===== src/nfpi_pkg.sv =====
package nfpi_pkg;
  // --------------------------------------------------------------
  // widths
  // --------------------------------------------------------------
  localparam int DATA_W = 16;
  localparam int BYTE_W = 8;
  localparam int CNT_W = 10;

  // --------------------------------------------------------------
  // timing, 200 MHz clock
  // --------------------------------------------------------------
  localparam int CLK_PERIOD_NS = 5;
  localparam int STROBE_LOW_NS = 25;
  localparam int STROBE_HIGH_NS = 25;
  localparam int RD_CYCLE_NS = 50;
  localparam int RD_VALID_NS = 35;
  localparam int STROBE_LOW_CYC =
    (STROBE_LOW_NS + CLK_PERIOD_NS - 1) / CLK_PERIOD_NS;
  localparam int STROBE_HIGH_CYC =
    (RD_CYCLE_NS - STROBE_LOW_NS + CLK_PERIOD_NS - 1) / CLK_PERIOD_NS;
  localparam int RD_SAMPLE_CYC =
    (RD_VALID_NS + CLK_PERIOD_NS - 1) / CLK_PERIOD_NS;
  localparam logic [7:0] STROBE_LOW_CNT = 8'(STROBE_LOW_CYC);
  localparam logic [7:0] STROBE_HIGH_CNT = 8'(STROBE_HIGH_CYC);
  localparam logic [7:0] RD_SAMPLE_CNT = 8'(RD_SAMPLE_CYC);
  // clocks allowed for the device to pull ready/busy low
  localparam logic [3:0] BUSY_WAIT_CNT = 4'hf;

  // --------------------------------------------------------------
  // commands
  // --------------------------------------------------------------
  localparam logic [7:0] CMD_READ_LO = 8'h00;
  localparam logic [7:0] CMD_READ_HI = 8'h01;
  localparam logic [7:0] CMD_READ_SPARE = 8'h50;
  localparam logic [7:0] CMD_READ_ID = 8'h90;
  localparam logic [7:0] CMD_RESET = 8'hff;
  localparam logic [7:0] CMD_PROG_SETUP = 8'h80;
  localparam logic [7:0] CMD_PROG_GO = 8'h10;
  localparam logic [7:0] CMD_ERASE_SETUP = 8'h60;
  localparam logic [7:0] CMD_ERASE_GO = 8'hd0;
  localparam logic [7:0] CMD_STATUS = 8'h70;

  // --------------------------------------------------------------
  // host operations
  // --------------------------------------------------------------
  typedef enum logic [2:0] {
    NFPI_OP_READ,
    NFPI_OP_PROGRAM,
    NFPI_OP_ERASE,
    NFPI_OP_STATUS,
    NFPI_OP_RESET
  } nfpi_op_e;

  typedef enum logic [1:0] {
    NFPI_CYC_CMD,
    NFPI_CYC_ADDR,
    NFPI_CYC_WDATA,
    NFPI_CYC_RDATA
  } nfpi_cyc_e;
endpackage


===== src/nfpi_cyc_if.sv =====
`timescale 1ns/1ps
interface nfpi_cyc_if;
  logic start;
  nfpi_pkg::nfpi_cyc_e kind;
  logic [nfpi_pkg::DATA_W-1:0] wdata;
  logic done;
  logic [nfpi_pkg::DATA_W-1:0] rdata;

  modport seq (output start, output kind, output wdata,
               input done, input rdata);
  modport pin (input start, input kind, input wdata,
               output done, output rdata);
endinterface


===== src/nfpi_bus_cycle.sv =====
`timescale 1ns/1ps
// one strobe cycle on the pins; strobes and bus drive come from flops
module nfpi_bus_cycle (
  input wire logic clk,
  input wire logic reset,
  input wire logic clk_en,
  nfpi_cyc_if.pin cyc,
  input wire logic [nfpi_pkg::DATA_W-1:0] io_in,
  output logic [nfpi_pkg::DATA_W-1:0] io_out,
  output logic io_oe,
  output logic io_oe_hi,
  output logic cmd_latch,
  output logic addr_latch,
  output logic write_strobe_n,
  output logic output_strobe_n
);
  typedef enum logic [1:0] {S_IDLE, S_LOW, S_HIGH} nfpi_bc_e;
  nfpi_bc_e state;
  logic [7:0] cnt;
  logic is_read;

  // --------------------------------------------------------------
  // strobe sequencing
  // --------------------------------------------------------------
  always_ff @(posedge clk) begin
    if (reset) begin
      state <= S_IDLE;
      cnt <= 8'h00;
      is_read <= 1'b0;
      io_out <= '0;
      io_oe <= 1'b0;
      io_oe_hi <= 1'b0;
      cmd_latch <= 1'b0;
      addr_latch <= 1'b0;
      write_strobe_n <= 1'b1;
      output_strobe_n <= 1'b1;
      cyc.done <= 1'b0;
      cyc.rdata <= '0;
    end else if (clk_en) begin
      cyc.done <= 1'b0;
      case (state)
        S_IDLE: begin
          if (cyc.start) begin
            is_read <= (cyc.kind == nfpi_pkg::NFPI_CYC_RDATA);
            cmd_latch <= (cyc.kind == nfpi_pkg::NFPI_CYC_CMD); // RQ4
            addr_latch <= (cyc.kind == nfpi_pkg::NFPI_CYC_ADDR); // RQ5
            // commands and addresses use the low byte only
            io_out <= (cyc.kind == nfpi_pkg::NFPI_CYC_WDATA) ? cyc.wdata
              : {{(nfpi_pkg::DATA_W-nfpi_pkg::BYTE_W){1'b0}},
                 cyc.wdata[nfpi_pkg::BYTE_W-1:0]}; // RQ3
            io_oe <= (cyc.kind != nfpi_pkg::NFPI_CYC_RDATA); // RQ1
            io_oe_hi <= (cyc.kind == nfpi_pkg::NFPI_CYC_WDATA); // RQ3
            if (cyc.kind == nfpi_pkg::NFPI_CYC_RDATA) begin
              output_strobe_n <= 1'b0; // RQ8
            end else begin
              write_strobe_n <= 1'b0;
            end
            cnt <= 8'h01;
            state <= S_LOW;
          end
        end
        S_LOW: begin
          cnt <= cnt + 8'h01;
          if (is_read && cnt == nfpi_pkg::RD_SAMPLE_CNT) begin
            cyc.rdata <= io_in; // RQ8
          end
          if (cnt >= nfpi_pkg::STROBE_LOW_CNT &&
              (!is_read || cnt >= nfpi_pkg::RD_SAMPLE_CNT)) begin
            // rising write edge latches the driven bus
            write_strobe_n <= 1'b1; // RQ6
            output_strobe_n <= 1'b1;
            cnt <= 8'h01;
            state <= S_HIGH;
          end
        end
        S_HIGH: begin
          cnt <= cnt + 8'h01;
          // bus stays driven through the hold after the rising edge
          if (cnt >= nfpi_pkg::STROBE_HIGH_CNT) begin // RQ15
            cmd_latch <= 1'b0;
            addr_latch <= 1'b0;
            io_oe <= 1'b0;
            io_oe_hi <= 1'b0;
            cyc.done <= 1'b1;
            state <= S_IDLE;
          end
        end
        default: state <= S_IDLE;
      endcase
    end
  end
endmodule


===== src/nfpi_host.sv =====
`timescale 1ns/1ps
// Notes on behaviour
// RQ1: shared I/O carries command, address, write data in; read data out.
// RQ2: device floats I/O when deselected or outputs disabled.
// RQ3: x16 upper lines carry data only; commands, addresses use low byte.
// RQ4: command latched on write-strobe rise with command latch high.
// RQ5: address latched on write-strobe rise with address latch high.
// RQ6: all host writes sampled on write-strobe rising edge.
// RQ7: device ignores deselect while busy programming or erasing.
// RQ8: each output strobe fall yields next word and bumps column.
// RQ9: write protect low blocks program and erase.
// RQ10: ready/busy low during program, erase, random read.
// RQ11: ready/busy is open drain, unaffected by select.
// RQ12: spare select low includes spare columns; high skips them.
// RQ13: page program takes typically 200 us, busy meanwhile.
// RQ14: block erase takes typically 2 ms, busy meanwhile.
// RQ15: serial read at 50 ns per word; host takes 15 clocks (75 ns) per read word.
// RQ16: device sequences program and erase pulses itself.
// RQ17: read, program: column, low row, high row; erase: two rows.
// RQ18: device returns start pointer to first half after second half.
// RQ19: host waits for ready before new read, program or erase.
module nfpi_host (
  input wire logic clk,
  input wire logic reset,
  input wire logic clk_en,
  input wire logic req_valid,
  input wire nfpi_pkg::nfpi_op_e req_op,
  input wire logic [7:0] req_column,
  input wire logic [15:0] req_row,
  input wire logic [nfpi_pkg::CNT_W-1:0] req_words,
  input wire logic req_upper_half,
  input wire logic req_include_spare,
  input wire logic req_write_enable,
  output logic req_ready,
  input wire logic [nfpi_pkg::DATA_W-1:0] wr_data,
  output logic wr_take,
  output logic [nfpi_pkg::DATA_W-1:0] rd_data,
  output logic rd_valid,
  output logic op_done,
  input wire logic [nfpi_pkg::DATA_W-1:0] io_in,
  output logic [nfpi_pkg::DATA_W-1:0] io_out,
  output logic io_oe,
  output logic io_oe_hi,
  output logic chip_select_n,
  output logic cmd_latch,
  output logic addr_latch,
  output logic write_strobe_n,
  output logic output_strobe_n,
  output logic write_protect_n,
  output logic spare_select_n,
  input wire logic ready_busy_n
);
  // --------------------------------------------------------------
  // sequencer state
  // --------------------------------------------------------------
  typedef enum logic [3:0] {
    H_IDLE, H_CMD, H_ADDR, H_WDATA, H_CMD2, H_WAIT_BUSY,
    H_WAIT_READY, H_RDATA, H_END
  } nfpi_hs_e;

  nfpi_cyc_if cyc ();
  nfpi_hs_e state;
  nfpi_pkg::nfpi_op_e op;
  logic [1:0] addr_idx;
  logic [nfpi_pkg::CNT_W-1:0] words;
  logic [7:0] column;
  logic [15:0] row;
  logic busy_q;
  logic pending;
  logic [3:0] busy_wait;

  function automatic logic [7:0] first_cmd(input nfpi_pkg::nfpi_op_e o,
                                           input logic hi);
    case (o)
      nfpi_pkg::NFPI_OP_READ:
        first_cmd = hi ? nfpi_pkg::CMD_READ_HI : nfpi_pkg::CMD_READ_LO;
      nfpi_pkg::NFPI_OP_PROGRAM: first_cmd = nfpi_pkg::CMD_PROG_SETUP;
      nfpi_pkg::NFPI_OP_ERASE: first_cmd = nfpi_pkg::CMD_ERASE_SETUP;
      nfpi_pkg::NFPI_OP_STATUS: first_cmd = nfpi_pkg::CMD_STATUS;
      default: first_cmd = nfpi_pkg::CMD_RESET;
    endcase
  endfunction

  // number of address cycles: erase has only the two row cycles
  function automatic logic [1:0] addr_cycles(input nfpi_pkg::nfpi_op_e o);
    case (o)
      nfpi_pkg::NFPI_OP_READ, nfpi_pkg::NFPI_OP_PROGRAM:
        addr_cycles = 2'h3; // RQ17
      nfpi_pkg::NFPI_OP_ERASE: addr_cycles = 2'h2; // RQ17
      default: addr_cycles = 2'h0;
    endcase
  endfunction

  // --------------------------------------------------------------
  // pin cycle engine
  // --------------------------------------------------------------
  nfpi_bus_cycle u_cycle (
    .clk(clk),
    .reset(reset),
    .clk_en(clk_en),
    .cyc(cyc.pin),
    .io_in(io_in),
    .io_out(io_out),
    .io_oe(io_oe),
    .io_oe_hi(io_oe_hi),
    .cmd_latch(cmd_latch),
    .addr_latch(addr_latch),
    .write_strobe_n(write_strobe_n),
    .output_strobe_n(output_strobe_n)
  );

  // ready/busy is a pin from outside; registered once before use
  always_ff @(posedge clk) begin
    if (reset) begin
      busy_q <= 1'b0;
    end else if (clk_en) begin
      busy_q <= !ready_busy_n; // RQ10
    end
  end

  // --------------------------------------------------------------
  // operation sequencer
  // --------------------------------------------------------------
  always_ff @(posedge clk) begin
    if (reset) begin
      state <= H_IDLE;
      op <= nfpi_pkg::NFPI_OP_RESET;
      addr_idx <= 2'h0;
      words <= '0;
      column <= 8'h00;
      row <= 16'h0000;
      pending <= 1'b0;
      busy_wait <= 4'h0;
      req_ready <= 1'b0;
      wr_take <= 1'b0;
      rd_valid <= 1'b0;
      rd_data <= '0;
      op_done <= 1'b0;
      chip_select_n <= 1'b1;
      write_protect_n <= 1'b0;
      spare_select_n <= 1'b1;
      cyc.start <= 1'b0;
      cyc.kind <= nfpi_pkg::NFPI_CYC_CMD;
      cyc.wdata <= '0;
    end else if (clk_en) begin
      cyc.start <= 1'b0;
      wr_take <= 1'b0;
      rd_valid <= 1'b0;
      op_done <= 1'b0;
      case (state)
        H_IDLE: begin
          chip_select_n <= 1'b1;
          // new array work only once the device reports ready
          req_ready <= !busy_q; // RQ19
          if (req_valid && req_ready && !busy_q) begin // RQ19
            req_ready <= 1'b0;
            op <= req_op;
            column <= req_column;
            row <= req_row;
            words <= req_words;
            // protect stays low except while a write was asked for
            write_protect_n <= req_write_enable; // RQ9
            spare_select_n <= !req_include_spare; // RQ12
            chip_select_n <= 1'b0;
            cyc.kind <= nfpi_pkg::NFPI_CYC_CMD;
            cyc.wdata <= {8'h00, first_cmd(req_op, req_upper_half)}; // RQ4
            cyc.start <= 1'b1;
            addr_idx <= 2'h0;
            pending <= 1'b1;
            state <= H_CMD;
          end
        end
        H_CMD: begin
          if (cyc.done) begin
            if (addr_cycles(op) != 2'h0) begin
              cyc.kind <= nfpi_pkg::NFPI_CYC_ADDR; // RQ5
              // erase skips the column cycle
              cyc.wdata <= (op == nfpi_pkg::NFPI_OP_ERASE)
                ? {8'h00, row[7:0]} : {8'h00, column}; // RQ17
              addr_idx <= (op == nfpi_pkg::NFPI_OP_ERASE) ? 2'h2 : 2'h1;
              cyc.start <= 1'b1;
              state <= H_ADDR;
            end else if (op == nfpi_pkg::NFPI_OP_STATUS) begin
              words <= 10'h001;
              state <= H_RDATA;
            end else begin
              busy_wait <= 4'h0;
              state <= H_WAIT_BUSY;
            end
          end
        end
        H_ADDR: begin
          if (cyc.done) begin
            if (addr_idx != 2'h3) begin
              cyc.kind <= nfpi_pkg::NFPI_CYC_ADDR;
              cyc.wdata <= (addr_idx == 2'h1)
                ? {8'h00, row[7:0]} : {8'h00, row[15:8]}; // RQ17
              addr_idx <= addr_idx + 2'h1;
              cyc.start <= 1'b1;
            end else if (op == nfpi_pkg::NFPI_OP_PROGRAM) begin
              state <= H_WDATA;
            end else if (op == nfpi_pkg::NFPI_OP_ERASE) begin
              cyc.kind <= nfpi_pkg::NFPI_CYC_CMD;
              cyc.wdata <= {8'h00, nfpi_pkg::CMD_ERASE_GO};
              cyc.start <= 1'b1;
              state <= H_CMD2;
            end else begin
              busy_wait <= 4'h0;
              state <= H_WAIT_BUSY; // RQ10
            end
          end
        end
        H_WDATA: begin
          if (pending) begin
            pending <= 1'b0;
            if (words == '0) begin
              cyc.kind <= nfpi_pkg::NFPI_CYC_CMD;
              cyc.wdata <= {8'h00, nfpi_pkg::CMD_PROG_GO};
              cyc.start <= 1'b1;
              state <= H_CMD2;
            end else begin
              cyc.kind <= nfpi_pkg::NFPI_CYC_WDATA; // RQ3
              cyc.wdata <= wr_data; // RQ1
              wr_take <= 1'b1;
              cyc.start <= 1'b1;
              words <= words - 10'h001;
            end
          end else if (cyc.done) begin
            pending <= 1'b1;
          end
        end
        H_CMD2: begin
          if (cyc.done) begin
            busy_wait <= 4'h0;
            state <= H_WAIT_BUSY;
          end
        end
        H_WAIT_BUSY: begin
          // allow a few cycles for the device to pull busy low
          busy_wait <= busy_wait + 4'h1;
          if (busy_q || busy_wait == nfpi_pkg::BUSY_WAIT_CNT) begin
            state <= H_WAIT_READY;
          end
        end
        H_WAIT_READY: begin
          // device times program and erase itself; host only watches
          if (!busy_q) begin // RQ13 RQ14 RQ16
            pending <= 1'b1;
            state <= (op == nfpi_pkg::NFPI_OP_READ) ? H_RDATA : H_END;
          end
        end
        H_RDATA: begin
          if (pending) begin
            pending <= 1'b0;
            if (words == '0) begin
              state <= H_END;
            end else begin
              cyc.kind <= nfpi_pkg::NFPI_CYC_RDATA; // RQ8
              cyc.start <= 1'b1;
              words <= words - 10'h001;
            end
          end else if (cyc.done) begin
            rd_data <= cyc.rdata; // RQ1
            rd_valid <= 1'b1;
            pending <= 1'b1;
          end
        end
        H_END: begin
          // deselect, but busy operations finish regardless
          chip_select_n <= 1'b1; // RQ7
          write_protect_n <= 1'b0;
          op_done <= 1'b1;
          state <= H_IDLE;
        end
        default: state <= H_IDLE;
      endcase
    end
  end
endmodule


===== config.mk =====
export PLATFORM = sky130hd
export DESIGN_NAME = nfpi_host
export DESIGN_NICKNAME = d
export VERILOG_FILES = /design/src/nfpi_pkg.sv /design/src/nfpi_cyc_if.sv /design/src/nfpi_bus_cycle.sv /design/src/nfpi_host.sv
export SDC_FILE = /design/constraint.sdc
export NUM_CORES = 1
export LEC_CHECK = 0
export ABC_AREA = 1
export ABC_CLOCK_PERIOD_IN_PS = 1900
export BUFFER_PORTS_ARGS = -buffer_cell sky130_fd_sc_hd__buf_4
export CELL_PAD_IN_SITES_DETAIL_PLACEMENT = 1
export CELL_PAD_IN_SITES_GLOBAL_PLACEMENT = 1
export CORE_UTILIZATION = 41
export CTS_BUF_LIST = sky130_fd_sc_hd__clkbuf_8
export CTS_CLUSTER_DIAMETER = 30
export CTS_CLUSTER_SIZE = 10
export DETAILED_ROUTE_END_ITERATION = 16
export PLACE_DENSITY = 0.83
export SETUP_SLACK_MARGIN = 0.2
export SLEW_MARGIN = 20
export SYNTH_ARGS = -nofsm -noshare
export SYNTH_HDL_FRONTEND = slang
export SYNTH_HIERARCHICAL = 1
export SYNTH_SLANG_ARGS = --single-unit

===== constraint.sdc =====
create_clock -name clk -period 1.9 [get_ports clk]
set_input_delay 0.095 -clock clk [delete_from_list [all_inputs] [get_ports clk]]
set_output_delay 0.095 -clock clk [all_outputs]
set_load 0.1 [all_outputs]

==> results_dict.tcl <==
set metrics [dict create \
    drt_iter0_drc 334 \
    hold_viol_final 0 \
    cpPeakStageDelay_ps 460 \
    fin_util 0.5994 \
    total_power_mw 11.62 \
    place_congestion 0.8999 \
    wl_um 26350 \
    cts_tree "built" \
    skew_ps 12.62 \
    initial_core_util 0.4257 \
    drt_first_pass_iters 5 \
    io_pins 122 \
    clk_pin_slew_ps 80 \
    slew_headroom 0.6623 \
    fmax_ghz 0.5695 \
    final_common_cell "nand2_1" \
    grt-ovfl-total 0 \
    path_cells "nand2_1 > nor2_1 > o21ai_0 > nor2_1 > nand2_2 > buf_4 > o21ai_0 > nor2_1" \
    numPlacedInstances 1384 \
    rows 46 \
    worst_setup_path_start_kind "flop" \
    postRouteAntennaNets 0 \
    clk_latency_ps 470 \
    drt-wirelength-per-cell_um 17.57 \
    synthCells 1048 \
    antenna_found_initial 1 \
    die_w_um 131.4 \
    grt_max_degree 50 \
    layout_common_cells "nand2_1, nor2_1, buf_4" \
    cp_slowest_cell "dfxtp_1" \
    grt_pass1_vias 8098 \
    yosysTopAreaCellShare 0.4115 \
    cts_buffers 17 \
    portBuffers 121 \
    coreArea_mm2 0.01612 \
    grt_first_pass_wirelength_um 40200 \
    synth_largest_area_cell "dfxtp_1" \
    die_y_um 131.4 \
    synth_nets 1135 \
    yosysWarnings 6 \
    synth_cell_types 33 \
    nets 1357 \
    synth_edf_count 0 \
    track_usage 0.2911 \
    seq_area_frac_synth 0.4115 \
    syn_to_final_growth_pct 40.80 \
    synth_area_leaders "dfxtp_1, nand2_1, nor2_1, o21ai_0, nand3_1" \
    drv_cap 0 \
    powerDensity_mw_per_mm2 1203 \
    outcome "finished clean" \
    critPathKind "flop to flop" \
    end_kind "flop" \
    cp.arrival_ps 2110 \
    drv_slew 0 \
    final_layout_size_suffix_gt1_frac 0.2206 \
    clock-sinks 141 \
    drc_errors 0 \
    htree_levels 4 \
    tightest_slew_ps 506.6 \
    post-route-period-util 0.9242 \
    hpwl_um 16060 \
    async_reset_ff_frac 0 \
    min_path_type "input pin to flop" \
    ys_ff_latch 141 \
    crit_fanout 10 \
    p_leak_nw 4.282 \
    routed_via_density 5.263 \
    die_area_mm2 0.01725 \
    setup_viol 0 \
    clockBufferDepth 2 \
    finalInstanceArea_mm2 0.009659 \
    rsz0062_at_grt "true" \
    final.min_clock_period_ps 1756 \
    dpl_cell_area_mm2 0.008122 \
    fin_cells 1500 \
    syn_area_per_cell_um2 6.546 \
    irDropWorstVdd_uv 601.4 \
    synth_ff_type "dfxtp_1" \
    worstPathRequired_ps 2250 \
    crit_top_cell "nor2_1" \
    ctsRootBufferMaster "clkbuf_8" \
    hold_ws_ps 39.92 \
    syn_area_mm2 0.006860 \
    vias 7895 \
]
repair_timing:
action                     4_1_cts  5_1_grt
gates cloned                     0        3
buffers inserted                 2       11
pin swaps                        3       11
hold endpoints to repair        68        0
hold buffers                    67        0
gates resized for setup         18       79
setup endpoints to repair       57      114
flip-flops by register name, indices dropped and copies added (netlist names), 3 cells and up:
name and flops:
cyc.wdata 16, u_cycle/cyc.rdata 16, state 4, words 10
op 3, column 8, u_cycle/cnt 8, busy_wait 4
rd_data 16, row 16, u_cycle/io_out 16
metal layers:
layer / vias up / share of wire / GRT usage / routed length, um
met3: 65 / 0.052 / 0.05247 / 1375
met5: - / 0 / 0 / 0
met2: 252 / 0.50 / 0.5189 / 13270
li1: 3801 / - / - / -
met1: 3777 / 0.41 / 0.3385 / 10840
met4: 0 / 0.033 / 0.1298 / 858
metrics by stage:
| step | worst slack [ps] | setup TNS (ps) |
|---|---|---|
| floorplan | 246.3 | 0 |
| global placement | 93.34 | 0 |
| detailed placement | 3.549 | 0 |
| CTS | 181.9 | 0 |
| global route | -33.91 | -63.37 |
| finish | 144.1 | 0 |
critical path: cells and delay by family, from the launching register on:
family,cells,cell delay (ps)
flip-flops,1,460
buffers and inverters,1,180
AO/OA/AOI/OAI,2,320
AND/OR/NAND/NOR,5,670
final cells by class:
cell class | count | area, um2
sequential | 141 | 2844
tap | 216 | 270.3
fill | 2090 | 6456
clock buffer | 19 | 261.5
clock inverter | 13 | 201.4
inverter | 99 | 391.6
multi-input combinational | 776 | 3702
antenna | 1 | 2.502
timing repair buffer | 235 | 1986
worst paths after layout:
path                                  from  slack (ps)           end  cells after the start
worst min-delay path            wr_data[8]          40  cyc.wdata[8]                      5
worst max register to register       op[1]         140      words[3]                      8
worst max-delay path                 op[1]         140      words[3]                      8
worst min register to register   column[5]         460     column[5]                      2
power by group:
group	switching (mW)	leakage, nW	internal, mW
logic	3.23	2.91	1.82
clock network	1.32	0.227	1.53
registers	0.348	1.15	3.37
cell families (layout without fill, tap and decap cells):
logic type                 count (synthesis)  in the layout  share of synthesized area
and+or+nand+nor                          591            593                     0.3575
DFF                                      141            141                     0.4115
AOI/OAI and AO/OA                        171            171                     0.1271
buffers and inverters                    133            366                    0.08317
other                                      0              1                          0
xor gates and xnor gates                   2              2                   0.002554
adders and majority gates                 10             10                    0.01824
cell usage after synthesis (3+ instances only):
cell type    n
buf_2        7
nand2_1    267
a21oi_1     65
inv_1       92
o21ai_0     94
o21ai_1      6
inv_2        4
nand3_1     74
nor2_2       7
clkbuf_1    17
nor3_1       8
dfxtp_1    141
nand4_1     13
nor2_1     210
buf_4        5
buf_6        3
nand3_2      4
ha_1        10
No activity file was read; power rests on OpenSTA's default activity.
